--- config.mk ---
export PLATFORM = sky130hd
export DESIGN_NAME = uasp_top
export DESIGN_NICKNAME = d
export VERILOG_FILES = /design/src/rtl/uasp_pkg.sv /design/src/rtl/uasp_top.sv
export VERILOG_INCLUDE_DIRS = /design/src /design/src/rtl
export SDC_FILE = /design/constraint.sdc
export NUM_CORES = 1
export LEC_CHECK = 0
export ABC_CLOCK_PERIOD_IN_PS = 1700
export BUFFER_PORTS_ARGS = -buffer_cell sky130_fd_sc_hd__buf_4
export CAP_MARGIN = 20
export CORE_ASPECT_RATIO = 0.8
export CORE_MARGIN = 2
export CORE_UTILIZATION = 52
export DETAILED_ROUTE_END_ITERATION = 16
export GPL_ROUTABILITY_DRIVEN = 0
export PLACE_DENSITY = 0.72
export RECOVER_POWER = 25
export SETUP_SLACK_MARGIN = 0.15
export SLEW_MARGIN = 20
export SYNTH_ARGS = -nofsm -noshare
export SYNTH_HDL_FRONTEND = slang
export SYNTH_SLANG_ARGS = --single-unit
--- constraint.sdc ---
create_clock -name CORE_CLK -period 1.7 [get_ports CORE_CLK]
set_input_delay 0.085 -clock CORE_CLK [delete_from_list [all_inputs] [get_ports CORE_CLK]]
set_output_delay 0.085 -clock CORE_CLK [all_outputs]
set_load 0.03 [all_outputs]
--- src/rtl/uasp_cfg.svh ---
// Purpose: constants for the async serial port
// Assumes: 8-bit register port, byte-wide registers
// Notes: offsets are register-port addresses
`ifndef UASP_CFG_SVH
`define UASP_CFG_SVH
`define UASP_CTRL_ADDR  8'h98
`define UASP_DATA_ADDR  8'h99
`define UASP_CTRL_RESET 8'h40
`define UASP_DATA_RESET 8'h00
`define UASP_B_FMT      7
`define UASP_B_UNUSED   6
`define UASP_B_MCE      5
`define UASP_B_REN      4
`define UASP_B_TB8      3
`define UASP_B_RB8      2
`define UASP_B_TI       1
`define UASP_B_RI       0
`define UASP_TMR_MAX    8'hFF
`define UASP_CLK_NS     25
`endif

--- src/rtl/uasp_pkg.sv ---
// Purpose: shared types of the async serial port
// Assumes: nothing
// Notes: state codes are binary
package uasp_pkg;
  typedef enum logic [1:0] {
    UASP_TX_IDLE  = 2'b00,
    UASP_TX_START = 2'b01,
    UASP_TX_DATA  = 2'b10,
    UASP_TX_STOP  = 2'b11
  } uasp_tx_e;
  typedef enum logic [1:0] {
    UASP_RX_IDLE  = 2'b00,
    UASP_RX_START = 2'b01,
    UASP_RX_DATA  = 2'b10,
    UASP_RX_STOP  = 2'b11
  } uasp_rx_e;
  typedef struct packed {
    logic [7:0] addr;
    logic [7:0] wdata;
    logic       wr;
    logic       rd;
  } uasp_req_s;
  typedef struct packed {
    logic overflow;
    logic tick;
    logic run;
    logic [7:0] reload;
  } uasp_baud_s;
endpackage

--- src/rtl/uasp_top.sv ---
// Purpose: full-duplex async serial port, 8/9-bit frames
// Assumes: pins and baud inputs synchronous to CORE_CLK
// Notes on behaviour
// - control bit 7 selects 8 or 9-bit frame
// - 8-bit frame is ten bit times
// - bits shifted least significant first
// - 8-bit mode stores byte and stop bit
// - data write starts a transmission
// - transmit flag set at stop bit start
// - receiver works only while enabled
// - 8-bit accept needs clear flag, stop check
// - overrun keeps the old buffered byte
// - rejected frame changes nothing, no flag
// - interrupt request when either flag set
// - flags cleared only by software writes
// - 9-bit frame is eleven bit times
// - ninth transmit bit sent in 9-bit mode
// - 9-bit mode stores ninth bit, ignores stop
// - 9-bit accept needs flag clear, address check
// - receive flag set at stop sampling
// - address check passes only address bytes
// - control bit 6 reads one, ignores writes
// - data reads return receive buffer only
// - bit rate is half timer overflow rate
// - receive timer copy reloads on start edge
`include "uasp_cfg.svh"
`timescale 1ns/1ps
`default_nettype none
module uasp_top (
  // clock and reset
  input  wire logic              CORE_CLK,
  input  wire logic              ARST_N,
  // register port
  input  wire uasp_pkg::uasp_req_s  REG_REQ,
  output var  logic [7:0]        REG_RDATA,
  // baud timer
  input  wire uasp_pkg::uasp_baud_s BAUD,
  // interrupt
  input  wire logic              IRQ_ENABLE,
  output logic                   SERIAL_IRQ,
  // line
  input  wire logic              SERIAL_IN,
  output var  logic              SERIAL_OUT
);
  import uasp_pkg::*;

  logic       frame_format_select;
  logic       address_stop_check_enable;
  logic       receiver_enable;
  logic       ninth_transmit_bit;
  logic       ninth_receive_bit;
  logic       transmit_done_flag;
  logic       receive_done_flag;
  logic [7:0] rx_buffer;

  uasp_tx_e   tx_st;
  logic [7:0] tx_sh;
  logic       tx_nine;
  logic [3:0] tx_cnt;
  logic       tx_half;
  logic       tx_bit;
  logic       set_ti;

  uasp_rx_e   rx_st;
  logic [7:0] rx_tmr;
  logic       rx_ovf;
  logic       rx_half;
  logic       rx_samp;
  logic       rx_prev;
  logic       start_edge;
  logic [8:0] rx_sh;
  logic [3:0] rx_cnt;
  logic       rx_done;
  logic       rx_accept;
  logic [7:0] rx_byte;
  logic       rx_qual;

  logic ctrl_wr;
  logic data_wr;
  logic ctrl_rd;
  logic data_rd;

  // number of data bits in the current frame
  function automatic logic [3:0] data_bits(input logic fmt);
    data_bits = fmt ? 4'h9 : 4'h8;
  endfunction

  assign ctrl_wr = REG_REQ.wr && (REG_REQ.addr == `UASP_CTRL_ADDR);
  assign data_wr = REG_REQ.wr && (REG_REQ.addr == `UASP_DATA_ADDR);
  assign ctrl_rd = REG_REQ.rd && (REG_REQ.addr == `UASP_CTRL_ADDR);
  assign data_rd = REG_REQ.rd && (REG_REQ.addr == `UASP_DATA_ADDR);

  // configuration bits written by software
  always_ff @(posedge CORE_CLK or negedge ARST_N) begin
    if (!ARST_N) begin
      frame_format_select       <= 1'b0;
      address_stop_check_enable <= 1'b0;
      receiver_enable           <= 1'b0;
      ninth_transmit_bit        <= 1'b0;
    end else if (ctrl_wr) begin
      frame_format_select       <= REG_REQ.wdata[`UASP_B_FMT];
      address_stop_check_enable <= REG_REQ.wdata[`UASP_B_MCE];
      receiver_enable           <= REG_REQ.wdata[`UASP_B_REN];
      ninth_transmit_bit        <= REG_REQ.wdata[`UASP_B_TB8];
    end
  end

  // status flags: hardware only sets, a write loads, set wins
  always_ff @(posedge CORE_CLK or negedge ARST_N) begin
    if (!ARST_N) begin
      transmit_done_flag <= 1'b0;
      receive_done_flag  <= 1'b0;
    end else begin
      if (set_ti)
        transmit_done_flag <= 1'b1;
      else if (ctrl_wr)
        transmit_done_flag <= REG_REQ.wdata[`UASP_B_TI];
      if (rx_accept)
        receive_done_flag <= 1'b1;
      else if (ctrl_wr)
        receive_done_flag <= REG_REQ.wdata[`UASP_B_RI];
    end
  end

  // receive buffer and ninth receive bit
  always_ff @(posedge CORE_CLK or negedge ARST_N) begin
    if (!ARST_N) begin
      rx_buffer         <= `UASP_DATA_RESET;
      ninth_receive_bit <= 1'b0;
    end else if (rx_accept) begin
      rx_buffer         <= rx_byte;
      ninth_receive_bit <= rx_qual;
    end else if (ctrl_wr) begin
      ninth_receive_bit <= REG_REQ.wdata[`UASP_B_RB8];
    end
  end

  // read data stands one cycle after the strobe
  always_ff @(posedge CORE_CLK or negedge ARST_N) begin
    if (!ARST_N) begin
      REG_RDATA <= 8'h00;
    end else if (ctrl_rd) begin
      REG_RDATA <= {frame_format_select, 1'b1,
                    address_stop_check_enable, receiver_enable,
                    ninth_transmit_bit, ninth_receive_bit,
                    transmit_done_flag, receive_done_flag};
    end else if (data_rd) begin
      REG_RDATA <= rx_buffer;
    end else begin
      REG_RDATA <= 8'h00;
    end
  end

  assign SERIAL_IRQ = IRQ_ENABLE && (transmit_done_flag || receive_done_flag);

  // transmit bit clock: every second overflow
  always_ff @(posedge CORE_CLK or negedge ARST_N) begin
    if (!ARST_N)
      tx_half <= 1'b0;
    else if (BAUD.overflow)
      tx_half <= ~tx_half;
  end
  assign tx_bit = BAUD.overflow && tx_half;

  // transmitter; a write while busy is ignored so a frame is never cut
  always_ff @(posedge CORE_CLK or negedge ARST_N) begin
    if (!ARST_N) begin
      tx_st      <= UASP_TX_IDLE;
      tx_sh      <= 8'h00;
      tx_nine    <= 1'b0;
      tx_cnt     <= 4'h0;
      SERIAL_OUT <= 1'b1;
    end else begin
      case (tx_st)
        UASP_TX_IDLE: begin
          SERIAL_OUT <= 1'b1;
          if (data_wr) begin
            tx_sh   <= REG_REQ.wdata;
            tx_nine <= ninth_transmit_bit;
            tx_cnt  <= 4'h0;
            tx_st   <= UASP_TX_START;
          end
        end
        UASP_TX_START: begin
          if (tx_bit) begin
            SERIAL_OUT <= 1'b0;
            tx_st      <= UASP_TX_DATA;
          end
        end
        UASP_TX_DATA: begin
          if (tx_bit) begin
            if (tx_cnt == data_bits(frame_format_select)) begin
              SERIAL_OUT <= 1'b1;
              tx_st      <= UASP_TX_STOP;
            end else begin
              SERIAL_OUT <= tx_sh[0];
              tx_sh      <= {tx_nine, tx_sh[7:1]};
              tx_cnt     <= tx_cnt + 4'h1;
            end
          end
        end
        UASP_TX_STOP: begin
          if (tx_bit)
            tx_st <= UASP_TX_IDLE;
        end
        default: tx_st <= UASP_TX_IDLE;
      endcase
    end
  end
  assign set_ti = tx_bit && (tx_st == UASP_TX_DATA) &&
                  (tx_cnt == data_bits(frame_format_select));

  // receive timer copy shares the reload value
  assign start_edge = receiver_enable && (rx_st == UASP_RX_IDLE) &&
                      rx_prev && !SERIAL_IN;
  assign rx_ovf = BAUD.run && BAUD.tick && (rx_tmr == `UASP_TMR_MAX);

  always_ff @(posedge CORE_CLK or negedge ARST_N) begin
    if (!ARST_N) begin
      rx_tmr  <= 8'h00;
      rx_half <= 1'b0;
      rx_prev <= 1'b1;
    end else begin
      rx_prev <= SERIAL_IN;
      if (start_edge) begin
        rx_tmr  <= BAUD.reload;
        rx_half <= 1'b0;
      end else if (BAUD.run && BAUD.tick) begin
        rx_tmr <= rx_ovf ? BAUD.reload : rx_tmr + 8'h01;
        if (rx_ovf)
          rx_half <= ~rx_half;
      end
    end
  end
  // reload spans half a bit, so the first and every second overflow after a start edge fall at bit centres
  assign rx_samp = rx_ovf && !rx_half;

  // receiver
  always_ff @(posedge CORE_CLK or negedge ARST_N) begin
    if (!ARST_N) begin
      rx_st  <= UASP_RX_IDLE;
      rx_sh  <= 9'h000;
      rx_cnt <= 4'h0;
    end else if (!receiver_enable) begin
      rx_st <= UASP_RX_IDLE;
    end else begin
      case (rx_st)
        UASP_RX_IDLE: begin
          if (start_edge)
            rx_st <= UASP_RX_START;
        end
        UASP_RX_START: begin
          // a high line at the centre is a glitch, not a start
          if (rx_samp) begin
            rx_st  <= SERIAL_IN ? UASP_RX_IDLE : UASP_RX_DATA;
            rx_cnt <= 4'h0;
          end
        end
        UASP_RX_DATA: begin
          if (rx_samp) begin
            rx_sh  <= {SERIAL_IN, rx_sh[8:1]};
            rx_cnt <= rx_cnt + 4'h1;
            if (rx_cnt == data_bits(frame_format_select) - 4'h1)
              rx_st <= UASP_RX_STOP;
          end
        end
        UASP_RX_STOP: begin
          if (rx_samp)
            rx_st <= UASP_RX_IDLE;
        end
        default: rx_st <= UASP_RX_IDLE;
      endcase
    end
  end

  assign rx_done = receiver_enable && rx_samp && (rx_st == UASP_RX_STOP);
  // 8-bit frames fill rx_sh[8:1]; 9-bit frames put the ninth bit in [8]
  assign rx_byte = frame_format_select ? rx_sh[7:0] : rx_sh[8:1];
  assign rx_qual = frame_format_select ? rx_sh[8] : SERIAL_IN;
  assign rx_accept = rx_done && !receive_done_flag &&
                     (!address_stop_check_enable || rx_qual);

  // checks

  property p_ctrl_bit6;
    @(posedge CORE_CLK) disable iff (!ARST_N)
      ctrl_rd |=> REG_RDATA[`UASP_B_UNUSED];
  endproperty
  a_ctrl_bit6: assert property (p_ctrl_bit6) else $error("bit 6 read as zero");

  property p_data_read;
    @(posedge CORE_CLK) disable iff (!ARST_N)
      data_rd |=> REG_RDATA == $past(rx_buffer);
  endproperty
  a_data_read: assert property (p_data_read) else $error("data read not rx buffer");

  property p_irq;
    @(posedge CORE_CLK) disable iff (!ARST_N)
      (transmit_done_flag || receive_done_flag) && IRQ_ENABLE |-> SERIAL_IRQ;
  endproperty
  a_irq: assert property (p_irq) else $error("interrupt missing");

  property p_ti_sticky;
    @(posedge CORE_CLK) disable iff (!ARST_N)
      transmit_done_flag && !ctrl_wr |=> transmit_done_flag;
  endproperty
  a_ti_sticky: assert property (p_ti_sticky) else $error("tx flag cleared by hw");

  property p_ri_sticky;
    @(posedge CORE_CLK) disable iff (!ARST_N)
      receive_done_flag && !ctrl_wr |=> receive_done_flag;
  endproperty
  a_ri_sticky: assert property (p_ri_sticky) else $error("rx flag cleared by hw");

  property p_ti_at_stop;
    @(posedge CORE_CLK) disable iff (!ARST_N)
      set_ti |=> tx_st == UASP_TX_STOP && SERIAL_OUT && transmit_done_flag;
  endproperty
  a_ti_at_stop: assert property (p_ti_at_stop) else $error("tx flag not at stop");

  property p_overrun;
    @(posedge CORE_CLK) disable iff (!ARST_N)
      rx_done && receive_done_flag |=> $stable(rx_buffer);
  endproperty
  a_overrun: assert property (p_overrun) else $error("overrun overwrote buffer");

  property p_reject;
    @(posedge CORE_CLK) disable iff (!ARST_N)
      rx_done && address_stop_check_enable && !rx_qual && !ctrl_wr
      |=> $stable(rx_buffer) && $stable(receive_done_flag) && $stable(ninth_receive_bit);
  endproperty
  a_reject: assert property (p_reject) else $error("rejected frame stored");

  property p_ren_off;
    @(posedge CORE_CLK) disable iff (!ARST_N)
      !receiver_enable |=> rx_st == UASP_RX_IDLE;
  endproperty
  a_ren_off: assert property (p_ren_off) else $error("receiver ran disabled");

  property p_idle_high;
    @(posedge CORE_CLK) disable iff (!ARST_N)
      tx_st == UASP_TX_START |-> SERIAL_OUT;
  endproperty
  a_idle_high: assert property (p_idle_high) else $error("line low before start");

  property p_start_reload;
    @(posedge CORE_CLK) disable iff (!ARST_N)
      start_edge |=> rx_tmr == $past(BAUD.reload) && !rx_half;
  endproperty
  a_start_reload: assert property (p_start_reload) else $error("no reload on start");

  property p_rx_store;
    @(posedge CORE_CLK) disable iff (!ARST_N)
      rx_accept |=> rx_buffer == $past(rx_byte) && receive_done_flag &&
                    ninth_receive_bit == $past(rx_qual);
  endproperty
  a_rx_store: assert property (p_rx_store) else $error("accepted frame not stored");

  property p_tx_load;
    @(posedge CORE_CLK) disable iff (!ARST_N)
      data_wr && tx_st == UASP_TX_IDLE |=> tx_st == UASP_TX_START && tx_sh == $past(REG_REQ.wdata);
  endproperty
  a_tx_load: assert property (p_tx_load) else $error("data write did not start frame");

  property p_tx_lsb;
    @(posedge CORE_CLK) disable iff (!ARST_N)
      tx_bit && tx_st == UASP_TX_DATA && tx_cnt != data_bits(frame_format_select)
      |=> SERIAL_OUT == $past(tx_sh[0]);
  endproperty
  a_tx_lsb: assert property (p_tx_lsb) else $error("tx bit not lsb of shifter");

endmodule
`default_nettype wire

==> flow_summary.ini <==
[drt]
dr.pass1.iters = 4
vias = 2765
via_per_inst = 5.666
wl_per_cell_um = 17.66
dr.first_iter.drc_count = 121
ant_nets = 0
drc = 0
routed_wl_mm = 8.617

[sta]
rsz0062_at_grt = true
relSlewSlack = 0.5545
max_freq_mhz = 578.7
worst_pin_slew_ns = 0.6682
drv_slew = 0
finalClockSkew_ns = 0.01339
hold_viol = 0
setup_viol = 9
timing.final.crit_share = 1.017
fin_ws_ns = -0.02805
period_needed_ns = 1.728

[synth]
synth_area_leader_cell = dfrtp_1
synth_edf_count = 0
synth.most_common_cell = dfrtp_1
syn_nets = 345
syn_area_per_cell_um2 = 10.88
synth_top_area_frac = 0.4767
yosys_register_bits = 65
synth_common_cells = dfrtp_1 (63), mux2i_1 (27), nand2_1 (24)
synth_cell_type_count = 58
yosysSeqAreaShare = 0.4926
syn_inst = 304
synth.area.top_cells = dfrtp_1 (48%), mux2i_1 (8.2%), mux2_2 (5.1%)
synthFlopType = dfrtp_1
synth_warnings = 0
synth_area_mm2 = 0.003307
async_flop_share = 1.000

[clock_tree]
path_clk_slew_ns = 0.07
cts_root_buffer = clkbuf_8
clock_latency_ns = 0.35
clk_path_buf_depth = 2
cts.sinks = 65
cts_made_buffers = 9
htreeDepth = 3
cts_tree = done

[critical_path]
cp_top_family = compound AO/OA/AOI/OAI gates
path_cells = inv_2, ha_4, nand3_4, a31oi_4, buf_6, a21boi_2, o31ai_1, o31ai_1
critPathArrivalTime_ns = 1.94
r2r_end = tx_cnt[2]
critPathMostFrequentCell = o31ai_1
worst-path-buf-inv = 2
crit_type = reg -> reg
cpPeakStageDelay_ns = 0.41
startpoint = tx_st[0]
critPathMaxFanout = 3
rr_startpoint = tx_st[0]
crit_required_ns = 1.91
crit_path_top_delay_cell = dfrtp_1
end_kind = register
regToRegSetupSlack_ns = -0.03
worst_setup_path_start_kind = register
reg2reg_depth = 8

[power_and_ir_drop]
seq_power_share = 0.354
power.density_mw_per_mm2 = 1276
switchingPower_w = 0.002239
p_int_w = 0.003833
switching_share = 0.3687
p_leak_nw = 2.139
power_frac_comb = 0.424
clkPwrFrac = 0.222
ir_drop_mv = 0.6657

[global_routing]
grt_pass1_vias = 2498
grt_max_degree = 41
antenna_found_initial = 0
grt_pass1_wl_mm = 12.30
overflow = 0
grt_util_all_layers = 0.2317

[worst_hold_path]
min_delay_path_depth = 3
hold_end = rx_tmr[4]
timing.hold.worst.class = in -> reg
hp-start = BAUD[4]

[placement]
preCtsSetupSlack_ns = -0.02031
dp_hpwl_mm = 5.054
io_buffers = 42

[layout]
final_nets = 443
area.growth.synth_to_final_pct = 43.89
diodes = 0
layout-drive-gt1-share = 0.4693
utilization = 0.7882

[run]
drv_cap = 0

[floorplan]
rows = 25
core_mm2 = 0.006037
boundaryPins = 43
die_w_um = 93.16
fp.dieH_um = 75.33
fp.dieArea_mm2 = 0.007017
start_util = 0.5478

[status]
violations = setup timing
status = complete, but fails checks
==> cell usage in the layout, fill, tap and decap left out, drive strengths merged, types with 2 or more instances in the layout <==
cell	count
nand4	3
mux2i	27
clkinv	4
or2	2
dfstp	2
mux2	15
nor3	9
inv	13
ha	8
and4bb	2
dfrtp	63
a22oi	4
o31ai	3
a31oi	4
nor4	2
or3	2
a21o	3
nor2	22
and4	2
nand2	26
and3	4
and4b	2
o21ai	22
a21oi	13
xor2	2
dlygate4sd3	12
nor2b	3
a22o	11
nand3	8
buf	84
clkbuf	12
==> sequential cells by signal, summed over array words and instances, names as in the netlist, 2 cells and up <==
name       cells
rx_buffer      8
tx_sh          8
rx_cnt         4
rx_st          2
rx_tmr         8
tx_st          2
tx_cnt         4
rx_sh          9
REG_RDATA      8
==> power groups by stage <==
stage / Combinational (W) / Clock, W / Sequential, W
2_1_floorplan: 0.000989 / 0 / 0.00209
5_1_grt: 0.00274 / 0.00142 / 0.00217
4_1_cts: 0.00183 / 0.00139 / 0.00207
3_5_place_dp: 0.00155 / 0 / 0.00209
6_report: 0.00258 / 0.00135 / 0.00215
3_3_place_gp: 0.00151 / 0 / 0.00208
==> how the worst max path moves through the flow <==
stage	end	depth (start not counted)
floorplan	rx_sh[8]	5
global placement	rx_sh[0]	6
detailed placement	rx_tmr[5]	5
CTS	rx_sh[5]	6
global route	rx_sh[5]	6
finish	tx_cnt[2]	8
==> cell type report <==
cell class	count	area, um^2
clock inverter	7	78.83
tap	81	101.3
clock buffer	9	123.9
fill	334	1279
timing repair buffer	99	854.6
multi-input combinational	216	1926
sequential	65	1630
inverter	11	43.79
==> cells by family (layout without fill, tap and decap cells) <==
| group | after synthesis | count (layout) | synth area share |
|---|---|---|---|
| and+or+nand+nor | 91 | 92 | 0.1544 |
| adders and majority gates | 8 | 8 | 0.03027 |
| buffers and inverters | 24 | 126 | 0.04048 |
| AOI/OAI and AO/OA | 71 | 71 | 0.1415 |
| muxes | 42 | 42 | 0.1328 |
| DFF | 65 | 65 | 0.4926 |
| xor gates and xnor gates | 3 | 3 | 0.007947 |
==> layer usage <==
metal,vias to the layer above,GRT usage,share of wire
li1,1310,-,-
met1,1363,0.3149,0.44
met2,81,0.3720,0.51
met3,11,0.05242,0.039
met4,0,0.08824,0.012
met5,-,0,0
==> stage by stage <==
| step | TNS, ns | power, W | cells | cell area, um^2 | hold WS (ns) |
|---|---|---|---|---|---|
| finish | -0.1560 | 0.006073 | 488 | 4758 | 0.03742 |
| global route | -1.186 | 0.006340 | 488 | 4758 | 0.06317 |
| CTS | -0.08595 | 0.005293 | 477 | 4432 | 0.01760 |
| detailed placement | -0.03073 | 0.003638 | 441 | 3918 | 0.02633 |
| global placement | 0 | 0.003581 | 441 | 3918 | 0.02034 |
| floorplan | -0.4237 | 0.003083 | 304 | 3357 | -0.2106 |
==> worst register-to-register path, cell delays in order, from the launching register on <==
cell and delay, ns:
dfrtp_1 0.41, inv_2 0.12, ha_4 0.18, nand3_4 0.08, a31oi_4 0.20, buf_6 0.14, a21boi_2 0.05, o31ai_1 0.30
o31ai_1 0.13
==> what timing repair did <==
| item | CTS | global route |
|---|---|---|
| resized for setup | 29 | 66 |
| endpoints found under the hold margin | 76 | 0 |
| gates cloned | 1 | 1 |
| endpoints found under the setup margin | 40 | 47 |
| buffers inserted | 7 | 10 |
| hold buffers | 12 | 0 |
| pin swaps | 7 | 16 |
No activity file was read; power rests on OpenSTA's default activity.
